$ cat config.mk
export PLATFORM = sky130hd
export DESIGN_NAME = supervisor_reset_watchdog
export DESIGN_NICKNAME = d
export VERILOG_FILES = /design/src/down_timer.v /design/src/supervisor_reset_watchdog.v /design/src/sync2.v
export VERILOG_INCLUDE_DIRS = /design/src
export SDC_FILE = /design/constraint.sdc
export NUM_CORES = 1
export LEC_CHECK = 0
export BUFFER_PORTS_ARGS = -buffer_cell sky130_fd_sc_hd__buf_2
export CAP_MARGIN = 20
export CORE_MARGIN = 1
export CORE_UTILIZATION = 45
export CTS_CLUSTER_DIAMETER = 150
export DETAILED_ROUTE_END_ITERATION = 8
export PLACE_DENSITY = 0.57
export RECOVER_POWER = 100
export SETUP_SLACK_MARGIN = 0.4
export SYNTH_ARGS = -nofsm -noshare
export SYNTH_HDL_FRONTEND = slang
export SYNTH_SLANG_ARGS = --single-unit
$ cat constraint.sdc
create_clock -name clk -period 4.7 [get_ports clk]
set_input_delay 0.47 -clock clk [delete_from_list [all_inputs] [get_ports clk]]
set_output_delay 0.47 -clock clk [all_outputs]
set_load 0.01 [all_outputs]
$ cat src/supervisor_defs.vh
// timing constants and figures for the supervisor and watchdog
`ifndef SUPERVISOR_DEFS_VH
`define SUPERVISOR_DEFS_VH

`define CLK_PERIOD_NS 10
// manual reset propagation delay, ns (typical)
`define MR_DELAY_NS 7000
`define MR_DELAY_CYC ((`MR_DELAY_NS + `CLK_PERIOD_NS - 1) / `CLK_PERIOD_NS)
// least manual reset pulse for full clear, ns
`define MR_PULSE_NS 25000
`define MR_PULSE_CYC ((`MR_PULSE_NS + `CLK_PERIOD_NS - 1) / `CLK_PERIOD_NS)
// reset stretch, ms
`define STRETCH_MS 200
`define STRETCH_CYC (`STRETCH_MS * 100000)
// default watchdog timeout, ms
`define WD_DEFAULT_MS 1600
`define WD_DEFAULT_CYC (`WD_DEFAULT_MS * 100000)
// capacitor timeout, microseconds per nF
`define WD_US_PER_NF 2100
`define WD_CYC_PER_NF (`WD_US_PER_NF * 100)
`define CAP_MIN_NF 8'h05
`define CAP_MAX_NF 8'h64
// least kick level duration, ns
`define KICK_MIN_NS 100
`define KICK_MIN_CYC ((`KICK_MIN_NS + `CLK_PERIOD_NS - 1) / `CLK_PERIOD_NS)
// pulse output low time, ms
`define PULSE_MS 1
`define PULSE_CYC (`PULSE_MS * 100000)
// fault output lag behind pulse falling edge, ns
`define FAULT_LAG_NS 70
`define FAULT_LAG_CYC (`FAULT_LAG_NS / `CLK_PERIOD_NS)

`endif

$ cat src/down_timer.v
// loadable down counter; done is high while the count is zero
module down_timer #(
	parameter W = 32
) (
	// clock and reset
	input wire clk,
	input wire reset,
	// control
	input wire load,
	input wire [W-1:0] load_val,
	input wire run,
	// status
	output wire done
);
	reg [W-1:0] cnt_q;

	always @(posedge clk) begin
		if (reset)
			cnt_q <= {W{1'b0}};
		else if (load)
			cnt_q <= load_val;
		else if (run && cnt_q != {W{1'b0}})
			cnt_q <= cnt_q - {{(W-1){1'b0}}, 1'b1};
	end

	assign done = (cnt_q == {W{1'b0}});
endmodule

$ cat src/supervisor_reset_watchdog.v
// supervisor: reset generation with stretch, manual reset and watchdog
// Behaviour
// (RL1) reset follows manual reset low after 7us
// (RL2) 25us manual pulse clears counters, outputs high
// (RL3) qualifying manual pulse restores internal timeout
// (RL4) chip enable held high during manual reset
// (RL5) reset low while manual low, stretch after
// (RL6) reset on low supply or manual low
// (RL7) reset held 200ms after release
// (RL8) battery switchover never affects reset
// (RL9) kick stuck past timeout asserts both outputs
// (RL10) kick change of 100ns restarts timer
// (RL11) floating kick disables watchdog
// (RL12) low supply disables watchdog, kick high-z
// (RL13) fault high whenever watchdog disabled
// (RL14) fault low 70ns after pulse falls
// (RL15) pulse output low 1ms per timeout
// (RL16) external flop latches after two faults
// (RL17) tied select uses 1.6s default
// (RL18) capacitor timeout 2.1ms per nF
// (RL19) fault held high while reset asserted
// (RL20) all intervals counted on internal clock
`include "supervisor_defs.vh"

module supervisor_reset_watchdog #(
	parameter W = 32,
	parameter [W-1:0] MR_DELAY_CYC = `MR_DELAY_CYC,
	parameter [W-1:0] MR_PULSE_CYC = `MR_PULSE_CYC,
	parameter [W-1:0] STRETCH_CYC = `STRETCH_CYC,
	parameter [W-1:0] WD_DEFAULT_CYC = `WD_DEFAULT_CYC,
	parameter [W-1:0] WD_CYC_PER_NF = `WD_CYC_PER_NF,
	parameter [W-1:0] KICK_MIN_CYC = `KICK_MIN_CYC,
	parameter [W-1:0] PULSE_CYC = `PULSE_CYC,
	parameter [W-1:0] FAULT_LAG_CYC = `FAULT_LAG_CYC
) (
	// clock and reset
	input wire clk,
	input wire reset,
	// supply and manual reset comparators
	input wire supply_ok,
	input wire manual_reset_n,
	input wire battery_on,
	// three-level kick, decoded by comparators
	input wire watchdog_kick_in,
	input wire kick_float,
	// timeout select: high selects internal, else capacitor value in nF
	input wire timeout_select_in,
	input wire [7:0] cap_nf,
	// outputs
	output reg reset_out_n,
	output reg watchdog_fault_out_n,
	output reg watchdog_pulse_out_n,
	output reg ce_force_high,
	output reg kick_bias_en
);
	wire supply_s, mr_s, kick_s, float_s, sel_s;

	sync2 #(.RESET_VAL(1'b0)) u_sync_sup (.clk(clk), .reset(reset), .d(supply_ok), .q(supply_s));
	sync2 #(.RESET_VAL(1'b1)) u_sync_mr (.clk(clk), .reset(reset), .d(manual_reset_n), .q(mr_s));
	sync2 #(.RESET_VAL(1'b0)) u_sync_kick (.clk(clk), .reset(reset),
		.d(watchdog_kick_in), .q(kick_s));
	sync2 #(.RESET_VAL(1'b1)) u_sync_flt (.clk(clk), .reset(reset), .d(kick_float), .q(float_s));
	sync2 #(.RESET_VAL(1'b1)) u_sync_sel (.clk(clk), .reset(reset),
		.d(timeout_select_in), .q(sel_s));

	// the capacitor value is static, so a bitwise synchroniser cannot tear it
	wire [7:0] cap_s;
	genvar gi;
	generate
		for (gi = 0; gi < 8; gi = gi + 1) begin : g_cap_sync
			sync2 #(.RESET_VAL(1'b0)) u_sync_cap (
				.clk(clk),
				.reset(reset),
				.d(cap_nf[gi]),
				.q(cap_s[gi])
			);
		end
	endgenerate

	// battery_on is deliberately unused: switchover must not touch reset (see RL8)

	// manual reset: low time counter, delayed assertion and qualified pulse
	reg [W-1:0] mr_low_q;
	reg mr_asserted_q;
	reg mr_clear_q;
	always @(posedge clk) begin
		if (reset) begin
			mr_low_q <= {W{1'b0}};
			mr_asserted_q <= 1'b0;
			mr_clear_q <= 1'b0;
		end else if (mr_s) begin
			mr_low_q <= {W{1'b0}};
			mr_asserted_q <= 1'b0;
			mr_clear_q <= 1'b0;
		end else begin
			if (mr_low_q != {W{1'b1}})
				mr_low_q <= mr_low_q + {{(W-1){1'b0}}, 1'b1};
			if (mr_low_q + {{(W-1){1'b0}}, 1'b1} >= MR_DELAY_CYC)
				mr_asserted_q <= 1'b1; // see RL1
			if (mr_low_q + {{(W-1){1'b0}}, 1'b1} >= MR_PULSE_CYC)
				mr_clear_q <= 1'b1; // see RL2
		end
	end

	// select latched to internal after a qualifying manual pulse
	reg force_internal_q;
	always @(posedge clk) begin
		if (reset)
			force_internal_q <= 1'b0;
		else if (mr_clear_q)
			force_internal_q <= 1'b1; // see RL3
	end

	// reset source and stretch
	wire hold_reset = !supply_s || mr_asserted_q || !mr_s; // see RL5 RL6
	wire stretch_done;
	down_timer #(.W(W)) u_stretch (
		.clk(clk),
		.reset(reset),
		.load(hold_reset),
		.load_val(STRETCH_CYC), // see RL7 RL20
		.run(1'b1),
		.done(stretch_done)
	);
	reg in_reset_q;
	always @(posedge clk) begin
		if (reset)
			in_reset_q <= 1'b1;
		else if (!supply_s || mr_asserted_q)
			in_reset_q <= 1'b1; // see RL1 RL6
		else if (!hold_reset)
			in_reset_q <= !stretch_done; // see RL7
	end

	// kick qualification: new level must stand the least duration
	reg kick_stable_q;
	reg [W-1:0] kick_cnt_q;
	reg kick_event_q;
	always @(posedge clk) begin
		if (reset) begin
			kick_stable_q <= 1'b0;
			kick_cnt_q <= {W{1'b0}};
			kick_event_q <= 1'b0;
		end else begin
			kick_event_q <= 1'b0;
			// a level shorter than the least duration never leaves the count
			if (mr_clear_q) begin
				kick_stable_q <= kick_s; // see RL2
				kick_cnt_q <= {W{1'b0}};
			end else if (float_s || kick_s == kick_stable_q) begin
				kick_cnt_q <= {W{1'b0}};
			end else if (kick_cnt_q + {{(W-1){1'b0}}, 1'b1} >= KICK_MIN_CYC) begin
				kick_stable_q <= kick_s; // see RL10
				kick_cnt_q <= {W{1'b0}};
				kick_event_q <= 1'b1;
			end else begin
				kick_cnt_q <= kick_cnt_q + {{(W-1){1'b0}}, 1'b1};
			end
		end
	end

	// watchdog enable and timeout period
	wire wd_enable = supply_s && !float_s && !in_reset_q; // see RL11 RL12 RL19
	wire use_internal = sel_s || force_internal_q; // see RL3 RL17
	// capacitor values outside the valid span are clamped to its ends
	reg [7:0] cap_clip;
	always @* begin
		if (cap_s < `CAP_MIN_NF)
			cap_clip = `CAP_MIN_NF; // see RL18
		else if (cap_s > `CAP_MAX_NF)
			cap_clip = `CAP_MAX_NF;
		else
			cap_clip = cap_s;
	end
	wire [W-1:0] cap_period = WD_CYC_PER_NF * {{(W-8){1'b0}}, cap_clip}; // see RL18
	wire [W-1:0] period = use_internal ? WD_DEFAULT_CYC : cap_period; // see RL17

	localparam ST_WATCH = 2'd0;
	localparam ST_LAG = 2'd1;
	localparam ST_PULSE = 2'd2;
	localparam ST_FAULT = 2'd3;
	reg [1:0] st_q, st_d;
	reg [W-1:0] tmr_q, tmr_d;
	reg pulse_d, fault_d;

	// a kick that lands while the pulse is low is kept for the fault state;
	// dropping it would leave the fault low until one more transition
	reg kick_pend_q;
	always @(posedge clk) begin
		if (reset)
			kick_pend_q <= 1'b0;
		else if (!wd_enable || mr_clear_q || st_q == ST_WATCH || st_q == ST_FAULT)
			kick_pend_q <= 1'b0;
		else if (kick_event_q)
			kick_pend_q <= 1'b1; // see RL14
	end
	wire kick_seen = kick_event_q || kick_pend_q;

	// sequencer: count down, lag, pulse low, then hold the fault

	always @* begin
		st_d = st_q;
		tmr_d = tmr_q;
		pulse_d = 1'b1;
		fault_d = 1'b1;
		if (!wd_enable || mr_clear_q) begin
			st_d = ST_WATCH; // see RL2 RL13
			tmr_d = period;
		end else begin
			case (st_q)
			ST_WATCH: begin
				if (kick_event_q) begin
					tmr_d = period;
				end else if (tmr_q <= {{(W-1){1'b0}}, 1'b1}) begin
					st_d = ST_LAG; // see RL9
					tmr_d = FAULT_LAG_CYC;
					pulse_d = 1'b0; // see RL15
				end else begin
					tmr_d = tmr_q - {{(W-1){1'b0}}, 1'b1};
				end
			end
			ST_LAG: begin
				pulse_d = 1'b0;
				// a repeat pulse keeps the fault low through the lag
				fault_d = watchdog_fault_out_n; // see RL14
				if (tmr_q <= {{(W-1){1'b0}}, 1'b1}) begin
					st_d = ST_PULSE;
					fault_d = 1'b0; // see RL14
					tmr_d = PULSE_CYC - FAULT_LAG_CYC; // see RL15
				end else begin
					tmr_d = tmr_q - {{(W-1){1'b0}}, 1'b1};
				end
			end
			ST_PULSE: begin
				fault_d = 1'b0;
				pulse_d = 1'b0;
				if (tmr_q <= {{(W-1){1'b0}}, 1'b1}) begin
					st_d = ST_FAULT;
					pulse_d = 1'b1; // see RL15
					tmr_d = period;
				end else begin
					tmr_d = tmr_q - {{(W-1){1'b0}}, 1'b1};
				end
			end
			ST_FAULT: begin
				// fault stays until a kick; timer keeps running so a second pulse follows
				fault_d = 1'b0; // see RL14
				if (kick_seen) begin
					st_d = ST_WATCH;
					fault_d = 1'b1;
					tmr_d = period;
				end else if (tmr_q <= {{(W-1){1'b0}}, 1'b1}) begin
					st_d = ST_LAG;
					tmr_d = FAULT_LAG_CYC;
					pulse_d = 1'b0; // see RL9 RL16
				end else begin
					tmr_d = tmr_q - {{(W-1){1'b0}}, 1'b1};
				end
			end
			default: begin
				st_d = ST_WATCH;
				tmr_d = period;
			end
			endcase
		end
	end

	// watchdog state
	always @(posedge clk) begin
		if (reset) begin
			st_q <= ST_WATCH;
			tmr_q <= WD_DEFAULT_CYC;
		end else begin
			st_q <= st_d;
			tmr_q <= tmr_d;
		end
	end

	// watchdog pins
	always @(posedge clk) begin
		if (reset) begin
			watchdog_fault_out_n <= 1'b1;
			watchdog_pulse_out_n <= 1'b1;
		end else begin
			watchdog_fault_out_n <= fault_d;
			watchdog_pulse_out_n <= pulse_d;
		end
	end

	// reset pin and chip enable gate
	always @(posedge clk) begin
		if (reset) begin
			reset_out_n <= 1'b0;
			ce_force_high <= 1'b1;
		end else begin
			reset_out_n <= !in_reset_q;
			ce_force_high <= in_reset_q || !mr_s; // see RL4
		end
	end

	// kick bias follows the supply: the pin floats while the supply is low
	always @(posedge clk) begin
		if (reset)
			kick_bias_en <= 1'b0;
		else
			kick_bias_en <= supply_s; // see RL12
	end
endmodule

$ cat src/sync2.v
// two flip-flop synchroniser for one bit
module sync2 #(
	parameter RESET_VAL = 1'b0
) (
	// clock and reset
	input wire clk,
	input wire reset,
	// data
	input wire d,
	output reg q
);
	reg meta_q;

	always @(posedge clk) begin
		if (reset) begin
			meta_q <= RESET_VAL;
			q <= RESET_VAL;
		end else begin
			meta_q <= d;
			q <= meta_q;
		end
	end
endmodule
==> Word level (Yosys, flattened, before mapping) <==
Cells that the tools add are included.
{ "totals": {"reg_bits": 168, "in_bits": 16, "out_inout_bits": 5, "wordCells": 125} }
{ "classes": {"addsub": 4, "n_mul": 1, "magnitude_cmp": 6, "n_eq_ne": 9, "muxes": 30, "reduce_logical": 31} }
{ "op_table": {"columns": ["operator", "count"], "rows": [
  ["32-bit 2-to-1 mux", 6],
  ["32-bit one-hot mux with 4 select lines", 1],
  ["32-bit by 1-bit adder with 32-bit output (second input constant)", 2],
  ["32-bit by 1-bit subtractor with 32-bit output (second input constant)", 2],
  ["25-bit 2-to-1 mux", 2],
  ["32-bit by 10-bit >= comparator with 1-bit output (second input constant)", 1],
  ["32-bit by 12-bit >= comparator with 1-bit output (second input constant)", 1],
  ["32-bit by 4-bit >= comparator with 1-bit output (second input constant)", 1],
  ["32-bit by 1-bit less-or-equal comparator with 1-bit output (second input constant)", 1],
  ["32-bit zero test", 1],
  ["32-bit != test (second input constant)", 1],
  ["32-bit nonzero test", 1],
  ["28-bit 2-to-1 mux", 1],
  ["14-bit by 8-bit multiplier with 22-bit output (first input constant)", 1],
  ["8-bit 2-to-1 mux", 2],
  ["1-bit 2-to-1 mux", 10],
  ["2-bit 2-to-1 mux", 5],
  ["2-bit OR reduction", 5],
  ["1-bit logical OR", 9],
  ["8-bit by 7-bit greater-than comparator with 1-bit output (second input constant)", 1],
  ["8-bit by 3-bit < comparator with 1-bit output (second input constant)", 1],
  ["2-bit != test (second input constant)", 4],
  ["2-bit one-hot mux with 4 select lines", 1],
  ["1-bit zero test", 6],
  ["other kinds (12)", 15]
]} }

==> Logic depth before layout (Yosys ltp) <==
Gate-level depths: netlist of run 1.
{ "depth": {"depth_word": 8, "depth_mapped": 21, "ltp_nobuf": 21} }

==> By module <==
Synthesis of run 1 repeated with hierarchy kept, for this count alone.
{ "hier_totals": {"cells_unflattened": 1163, "hier_area_um2": 10100.9} }
{ "modules_own_cells": {"columns": ["mod", "instances", "cells_per_inst", "area_each_um2", "seq_area_each_um2"], "rows": [
  ["supervisor_reset_watchdog", 1, 878, 7424.6, 2202.1],
  ["down_timer", 1, 233, 1993.2, 640.6],
  ["sync2", 13, 4, 52.6, 40.0]
]} }

==> Worst setup path after synthesis of run 1 <==
No wires, ideal clock.
{ "synth_path": {"path_kind": "register to register", "startpoint": "reg g_cap_sync[1].u_sync_cap.q", "endpoint": "reg tmr_q[23]", "setup_time_ns": 0.130, "t_arrival_ns": 4.099, "required_ns": 4.570, "setup_slack_ns": 0.471, "stages_incl_launch_ff": 18, "n_path_buf": 0, "period_less_slack_ns": 4.229, "path_cell_list": "dfxtp_1 > o21ai_0 > nand2_1 > nand2_1 > a21oi_1 > or3_1 > ha_1 > fa_1 > fa_1 > ha_1 > a21o_1 > a21oi_1 > o211ai_1 > a21oi_1 > o21ai_0 > or4_1 > a21oi_1 > o21ai_0"} }
{ "synth_via": {"elab_chain_len": 8, "elab_cells_between_ends": 11, "cone_classes": "1 x mul; 2 x order compare; 8 x mux"} }
{ "synth_rtl": {"columns": ["element", "line_no", "text"], "rows": [
  ["start, declared", "sync2.v:10", "output reg q"],
  ["start signal, assigned", "sync2.v:20", "q <= meta_q;"],
  ["8-bit by 7-bit greater-than comparator with 1-bit output (no line)", null, null],
  ["8-bit 2-to-1 mux", "supervisor_reset_watchdog.v:170", "else if (cap_s > `CAP_MAX_NF)"],
  ["8-bit 2-to-1 mux *", "supervisor_reset_watchdog.v:168", "if (cap_s < `CAP_MIN_NF)"],
  ["14-bit by 8-bit multiplier with 22-bit output *", "supervisor_reset_watchdog.v:175", "wire [W-1:0] cap_period = WD_CYC_PER_NF * {{(W-8){1'b0}}, cap_clip};"],
  ["28-bit 2-to-1 mux *", "supervisor_reset_watchdog.v:176", "wire [W-1:0] period = use_internal ? WD_DEFAULT_CYC : cap_period;"],
  ["32-bit 2-to-1 mux (on tied branches)", "supervisor_reset_watchdog.v:248, supervisor_reset_watchdog.v:212, supervisor_reset_watchdog.v:237", null],
  ["32-bit one-hot mux with 4 select lines", "supervisor_reset_watchdog.v:210", "case (st_q)"],
  ["32-bit 2-to-1 mux *", "supervisor_reset_watchdog.v:206", "if (!wd_enable || mr_clear_q) begin"],
  ["end signal, assigned", "supervisor_reset_watchdog.v:275", "tmr_q <= tmr_d;"],
  ["end, declared", "supervisor_reset_watchdog.v:183", "reg [W-1:0] tmr_q, tmr_d;"]
]} }
Mark *: on every way between the ends. The rest lies on a longest branch, timed or not.
A chain may end at the register's enable or synchronous reset.

==> Worst setup path after layout of run 1 <==
{ "layout_path": {"startpoint": "reg g_cap_sync[0].u_sync_cap.q", "endpoint": "reg tmr_q[23]"} }
{ "layout_via": {"elab_chain_len": 8, "elab_cells_between_ends": 11, "cone_classes": "1 x mul; 2 x order compare; 8 x mux"} }
{ "layout_rtl": {"columns": ["element", "line_no"], "rows": [
  ["start, declared", "sync2.v:10"],
  ["start signal, assigned", "sync2.v:20"],
  ["8-bit by 7-bit greater-than comparator with 1-bit output (no line)", null],
  ["8-bit 2-to-1 mux", "supervisor_reset_watchdog.v:170"],
  ["8-bit 2-to-1 mux *", "supervisor_reset_watchdog.v:168"],
  ["14-bit by 8-bit multiplier with 22-bit output *", "supervisor_reset_watchdog.v:175"],
  ["28-bit 2-to-1 mux *", "supervisor_reset_watchdog.v:176"],
  ["32-bit 2-to-1 mux (on tied branches)", "supervisor_reset_watchdog.v:248, supervisor_reset_watchdog.v:212, supervisor_reset_watchdog.v:237"],
  ["32-bit one-hot mux with 4 select lines", "supervisor_reset_watchdog.v:210"],
  ["32-bit 2-to-1 mux *", "supervisor_reset_watchdog.v:206"]
]} }
Marked as above.

==> metrics.yaml, run 1 <==
drc: 0
avgSynthCellArea_um2: 8.58
numCtsBuffers: 17
layout.area.seq_mm2: 0.00337
wl_per_cell_um: 13.9
fin_crit_ns: 4.35
cp_max_fo: 4
nets: 1249
timing.hold.ws_ns: 0.213
dp_hpwl_mm: 14.4
nFillCells: 1944
grt_max_degree: 44
wl_mm: 19.9
fmax_mhz: 230
clk_latency_ns: 0.43
portBuffers: 19
antenna_left: 0
r2r_start: "g_cap_sync[0].u_sync_cap.q"
die_area_mm2: 0.0217
ios: 21
final_max_slew_viol_count: 44
first_pass_iters: 5
drive_above_1_share: 0.110
start_util: 0.465
tritoncts: "yes"
synth.area.top_cells: "dfxtp_1, ha_1, xnor2_1"
antenna_cells: 0
path_cells: "o21ai_1 > nand2_1 > nor2_2 > nor2_1 > a21oi_2 > or3_4 > buf_6 > ha_4 > fa_1 > inv_1 > fa_1 > inv_1 > ha_4 > a21boi_0 > a21oi_2 > o21ai_2 > or4_4 > a21oi_1 > o21ai_1"
cpMaxStageDelayCell: "fa_1"
die_h_um: 147
synthDistinctLibCells: 80
synth.top_cell.area_share: 0.353
total_power_w: 0.00364
reg2reg_to: "tmr_q[23]"
layout_setup_ws_ns: 0.351
synthArstFlopShare: 0
worstPathRequired_ns: 5.00
grt_pass1_vias: 7129
synth-edff-count: 0
slowest_delay_ns: 0.54
synth_warnings: 0
synth_top_area_cell: "dfxtp_1"
numClockSinks: 168
reg2regPathDepth: 19
grt_pass1_wl_mm: 34.4
antenna_found_initial: 0
track_usage: 0.193
regToRegSetupSlack_ns: 0.35
h-tree-depth: 4
ys.flop_type: "dfxtp_1"
syn_area_mm2: 0.00952
cp-startpoint: "g_cap_sync[0].u_sync_cap.q"
die_w_um: 147
core-area_mm2: 0.0205
row_count: 52
period_share: 0.925
area_growth_pct: 13.3
violations: "capacitance limit, slew limit"
place_ws_ns: 0.164
multi_input_area_mm2: 0.00608
slew-limit-headroom: -0.219
grt_overflow: 0
cp.arrival_ns: 4.65
vias: 7576
worst-slew-pin-transition_ns: 1.83
hold_violations: 0
rsz0062_at_grt: "true"
layout_common_cells: "dfxtp_1, nor2_1, nand2_1"
cts_root_buf: "clkbuf_16"
criticalPathCategory: "flop to flop"
final_common_cell: "dfxtp_1"
finalSetupViolations: 0
seq_area_frac_synth: 0.353
drtIter0Drc: 402
syn_inst: 1110
cts_buffer_depth: 2
worstSetupEndpoint: "tmr_q[23]"
outcome: "finished with violations"
ys_ff_latch: 168
hold_path_class: "input port to flop"
critPathCaptureType: "flop"
vdd_drop_max_v: 0.000212
fin_tns_setup_ns: 0
skew_ns: 0.0174
cts_hold_buf: 0
p_leak_nw: 4.15
drv_cap: 1
avgViaCountPerCell: 5.28
p_per_area_mw_per_mm2: 337
clk_pin_slew_worst_paths_ns: 0.07
start_kind: "flop"
gp_congestion: 0.815
## registers in the layout, indices dropped and copies added, names as in the netlist, 2 cells and up
| register | count |
|---|---|
| g_cap_sync.u_sync_cap.meta_q | 8 |
| tmr_q | 32 |
| g_cap_sync.u_sync_cap.q | 8 |
| u_stretch.cnt_q | 32 |
| mr_low_q | 32 |
| kick_cnt_q | 32 |
| st_q | 2 |
## power by group
group          leakage (nW)  internal (W)  switching [W]
combinational          2.47      0.000317       0.000348
clock                 0.300      0.000849       0.000622
sequential             1.38       0.00146      0.0000373
total                  4.15       0.00263        0.00101
## area by class of cell
cell class,instances,share of cell area
Sequential cell,168,0.312
Timing Repair Buffer,37,0.0203
Inverter,46,0.0160
Multi-Input combinational cell,883,0.563
Clock inverter,14,0.0172
Clock buffer,17,0.0394
Tap cell,270,0.0313
## cell usage after synthesis, types with 3 or more instances
library cell	number
dfxtp_1	168
nor2_1	105
a21oi_1	82
nand2_1	79
xnor2_1	66
ha_1	65
inv_1	46
o21ai_0	41
xor2_1	39
nand3_1	36
clkbuf_1	35
nor3_1	35
nor2b_1	26
or3_1	23
nor4_1	22
or2_2	22
nand4_1	21
a31oi_1	16
fa_1	15
or4_1	14
and3_1	11
o22ai_1	11
o31ai_1	9
and2_1	8
and4_1	7
mux2i_1	7
nand2b_1	7
a211oi_1	5
buf_2	5
nand3b_1	5
nor3b_1	5
a21o_1	4
a41oi_1	4
o211ai_1	4
a2111oi_0	3
a21boi_0	3
o21a_1	3
## worst min-delay path by stage
| stage | from | end | slack, ns | cells after the start |
|---|---|---|---|---|
| CTS | timeout_select_in | u_sync_sel.meta_q | 0.20 | 2 |
| floorplan | u_sync_flt.meta_q | u_sync_flt.q | 0.39 | 1 |
| finish | manual_reset_n | u_sync_mr.meta_q | 0.21 | 2 |
| global route | manual_reset_n | u_sync_mr.meta_q | 0.20 | 2 |
| detailed placement | u_sync_mr.meta_q | u_sync_mr.q | 0.39 | 1 |
| global placement | u_sync_mr.meta_q | u_sync_mr.q | 0.39 | 1 |
## stage by stage
stage | area (um^2) | std cells | util
2_1_floorplan | 9640 | 1141 | -
3_3_place_gp | 9970 | 1396 | 0.487
3_5_place_dp | 9970 | 1396 | 0.487
4_1_cts | 10700 | 1431 | 0.520
5_1_grt | 10800 | 1435 | 0.526
6_report | 10800 | 1435 | 0.526
## logic make-up (layout without fill, tap and decap cells)
group,count (synthesis),count (layout),share of synthesized area
multiplexers,9,9,0.00973
AO/OA/AOI/OAI,210,210,0.135
flip-flops,168,168,0.353
buffers and inverters,90,114,0.0364
other,1,32,0.000394
adder cells (fa/ha/maj),80,80,0.117
AND/OR/NAND/NOR,447,447,0.252
XOR/XNOR,105,105,0.0966
## worst max-delay path: cells and delay by family (launching register included)
kind,cells,cell delay (ns)
AOI/OAI and AO/OA,7,0.82
adders and majority gates,4,1.54
buffers and inverters,3,0.27
DFF,1,0.33
and+or+nand+nor,5,1.25
## layer usage
metal | vias to the layer above | global-route usage | share of wire | wire length [um]
li1 | 4008 | - | - | -
met1 | 3481 | 0.271 | 0.51 | 10200
met2 | 74 | 0.304 | 0.46 | 9110
met3 | 13 | 0.0364 | 0.022 | 428
met4 | 0 | 0.0500 | 0.0074 | 147
met5 | - | 0 | 0 | 0
## timing repair
| item | 4_1_cts | 5_1_grt |
|---|---|---|
| setup endpoints to repair | 4 | 7 |
| gates resized for setup | 8 | 38 |
| pin swaps | 5 | 24 |
| buffers inserted | 4 | 4 |
Note: power is estimated with default switching activity, not from simulation.
==> run 2, diff against run 1 <==
--- a/config.mk
+++ b/config.mk
@@ -8,6 +8,7 @@
 export LEC_CHECK = 0
 export BUFFER_PORTS_ARGS = -buffer_cell sky130_fd_sc_hd__buf_2
 export CAP_MARGIN = 20
+export CORE_ASPECT_RATIO = 1.5
 export CORE_MARGIN = 1
 export CORE_UTILIZATION = 45
 export CTS_CLUSTER_DIAMETER = 150
==> run 2 against run 1 <==
The run still ends with capacitance limit, slew limit left. Register-to-register slack better by 0.06 ns. Setup slack better by 0.057 ns. Combinational power is 1% higher.
==> metrics.yaml, run 2 (same netlist as run 1, synthesis figures left out) <==
wl_met3_um: 353
cp-startpoint: "g_cap_sync[1].u_sync_cap.q"
die_area_mm2: 0.0218
drive_above_1_share: 0.109
drc: 0
grt_max_degree: 39
violations: "capacitance limit, slew limit"
portBuffers: 19
drtIter0Drc: 291
clk_pin_slew_worst_paths_ns: 0.07
gp_congestion: 0.815
cp.arrival_ns: 4.57
hold_violations: 0
clk_latency_ns: 0.42
track_usage: 0.201
cts_root_buf: "clkbuf_16"
vias: 7745
utilization: 0.521
nets: 1254
cts_buffer_depth: 2
fmax_mhz: 233
worstPathRequired_ns: 4.98
grt_pass1_wl_mm: 35.5
dp_hpwl_mm: 15.3
row_count: 64
dr_wl_met2_mm: 11.1
worst-slew-pin-transition_ns: 1.78
antenna_left: 0
final_max_slew_viol_count: 39
p_per_area_mw_per_mm2: 332
hold_path_class: "input port to flop"
dp.cells: 1390
final_common_cell: "dfxtp_1"
r2r_start: "g_cap_sync[1].u_sync_cap.q"
grt_overflow: 0
drv_cap: 1
fin_crit_ns: 4.29
period_share: 0.913
outcome: "finished with violations"
h-tree-depth: 4
layout_common_cells: "dfxtp_1, nor2_1, nand2_1"
antenna_cells: 0
antenna_found_initial: 0
grt_pass1_vias: 7512
die_h_um: 180
vdd_drop_max_v: 0.000254
core-area_mm2: 0.0206
p_leak_nw: 4.14
first_pass_iters: 4
slew-limit-headroom: -0.187
rsz0062_at_grt: "true"
wl_met1_mm: 8.98
area_growth_pct: 12.7
slowest_delay_ns: 0.60
criticalPathCategory: "flop to flop"
numClockSinks: 168
cpMaxStageDelayCell: "fa_1"
highest_layer: "met4"
skew_ns: 0.00769
path_cells: "o21ai_1 > nand2_1 > nand2_1 > a21oi_2 > or3_1 > ha_2 > fa_1 > fa_1 > ha_4 > a21o_1 > a21oi_2 > buf_4 > inv_1 > o21bai_1 > a31oi_2 > a31oi_1 > xor2_1 > o22ai_1"
start_util: 0.463
numCtsBuffers: 17
start_kind: "flop"
cp_max_fo: 4
total_power_w: 0.00356
hold_start: "kick_float"
avgViaCountPerCell: 5.40
finalSetupViolations: 0
die_w_um: 121
fin_tns_setup_ns: 0
stdcell_count: 1434
wl_mm: 20.7
tritoncts: "yes"
regToRegSetupSlack_ns: 0.41
cts_hold_buf: 0
critPathCaptureType: "flop"
ios: 21
wl_per_cell_um: 14.5
[run 2: changes by cell type in the layout (fill, tap and decap cells not counted), sizes merged]
cell / change
clkbuf: +5
buf: +4
inv: -4
clkinvlp: +2
bufinv: -1
clkinv: -1
[run 2: where the power goes]
group	leakage [nW]	switching, W	internal [W]	total [W]
clock	0.276	0.000574	0.000811	0.00138
combinational	2.49	0.000358	0.000313	0.000671
sequential	1.38	0.0000383	0.00146	0.00150
[run 2: area by class of cell]
class | instances | area, um^2
sequential | 168 | 3370
multi-input combinational | 883 | 6030
clock buffer | 21 | 460
clock inverter | 10 | 119
tap | 264 | 330
fill | 2017 | 9850
inverter | 46 | 173
timing repair buffer | 42 | 249
[run 2: worst max-delay path, delay by kind of cell, from the launching register on]
family                   cells  cell delay, ns
adder cells (fa/ha/maj)      4            1.63
AO/OA/AOI/OAI                8            1.19
AND/OR/NAND/NOR              3            0.62
flip-flops                   1            0.32
XOR/XNOR                     1            0.21
buffers and inverters        2            0.17
[run 2: what timing repair did]
item	CTS	global route
endpoints found under the setup margin	5	5
pin swaps	9	21
buffers inserted	7	6
resized for setup	15	29
[run 2: per-layer routing]
layer | global-route usage | vias up
met1 | 0.227 | 3672
met5 | 0 | -
li1 | - | 3990
met3 | 0.0342 | 17
met4 | 0.0558 | 0
met2 | 0.379 | 66
[run 2: path summary, 6_finish.rpt]
| path | end | cells past startpoint |
|---|---|---|
| worst max-delay path | tmr_q[22] | 18 |
| worst min-delay path | u_sync_flt.meta_q | 2 |
| worst max register to register | tmr_q[22] | 18 |
| worst min register to register | u_sync_sel.q | 1 |
[run 2: through the flow]
step           instance area, um^2  hold slack [ns]  setup slack (ns)
2_1_floorplan                 9640            0.389             0.471
3_3_place_gp                  9960            0.412             0.176
3_5_place_dp                  9960            0.402            0.0748
4_1_cts                      10700            0.204             0.416
5_1_grt                      10700            0.212             0.204
6_report                     10700            0.231             0.408
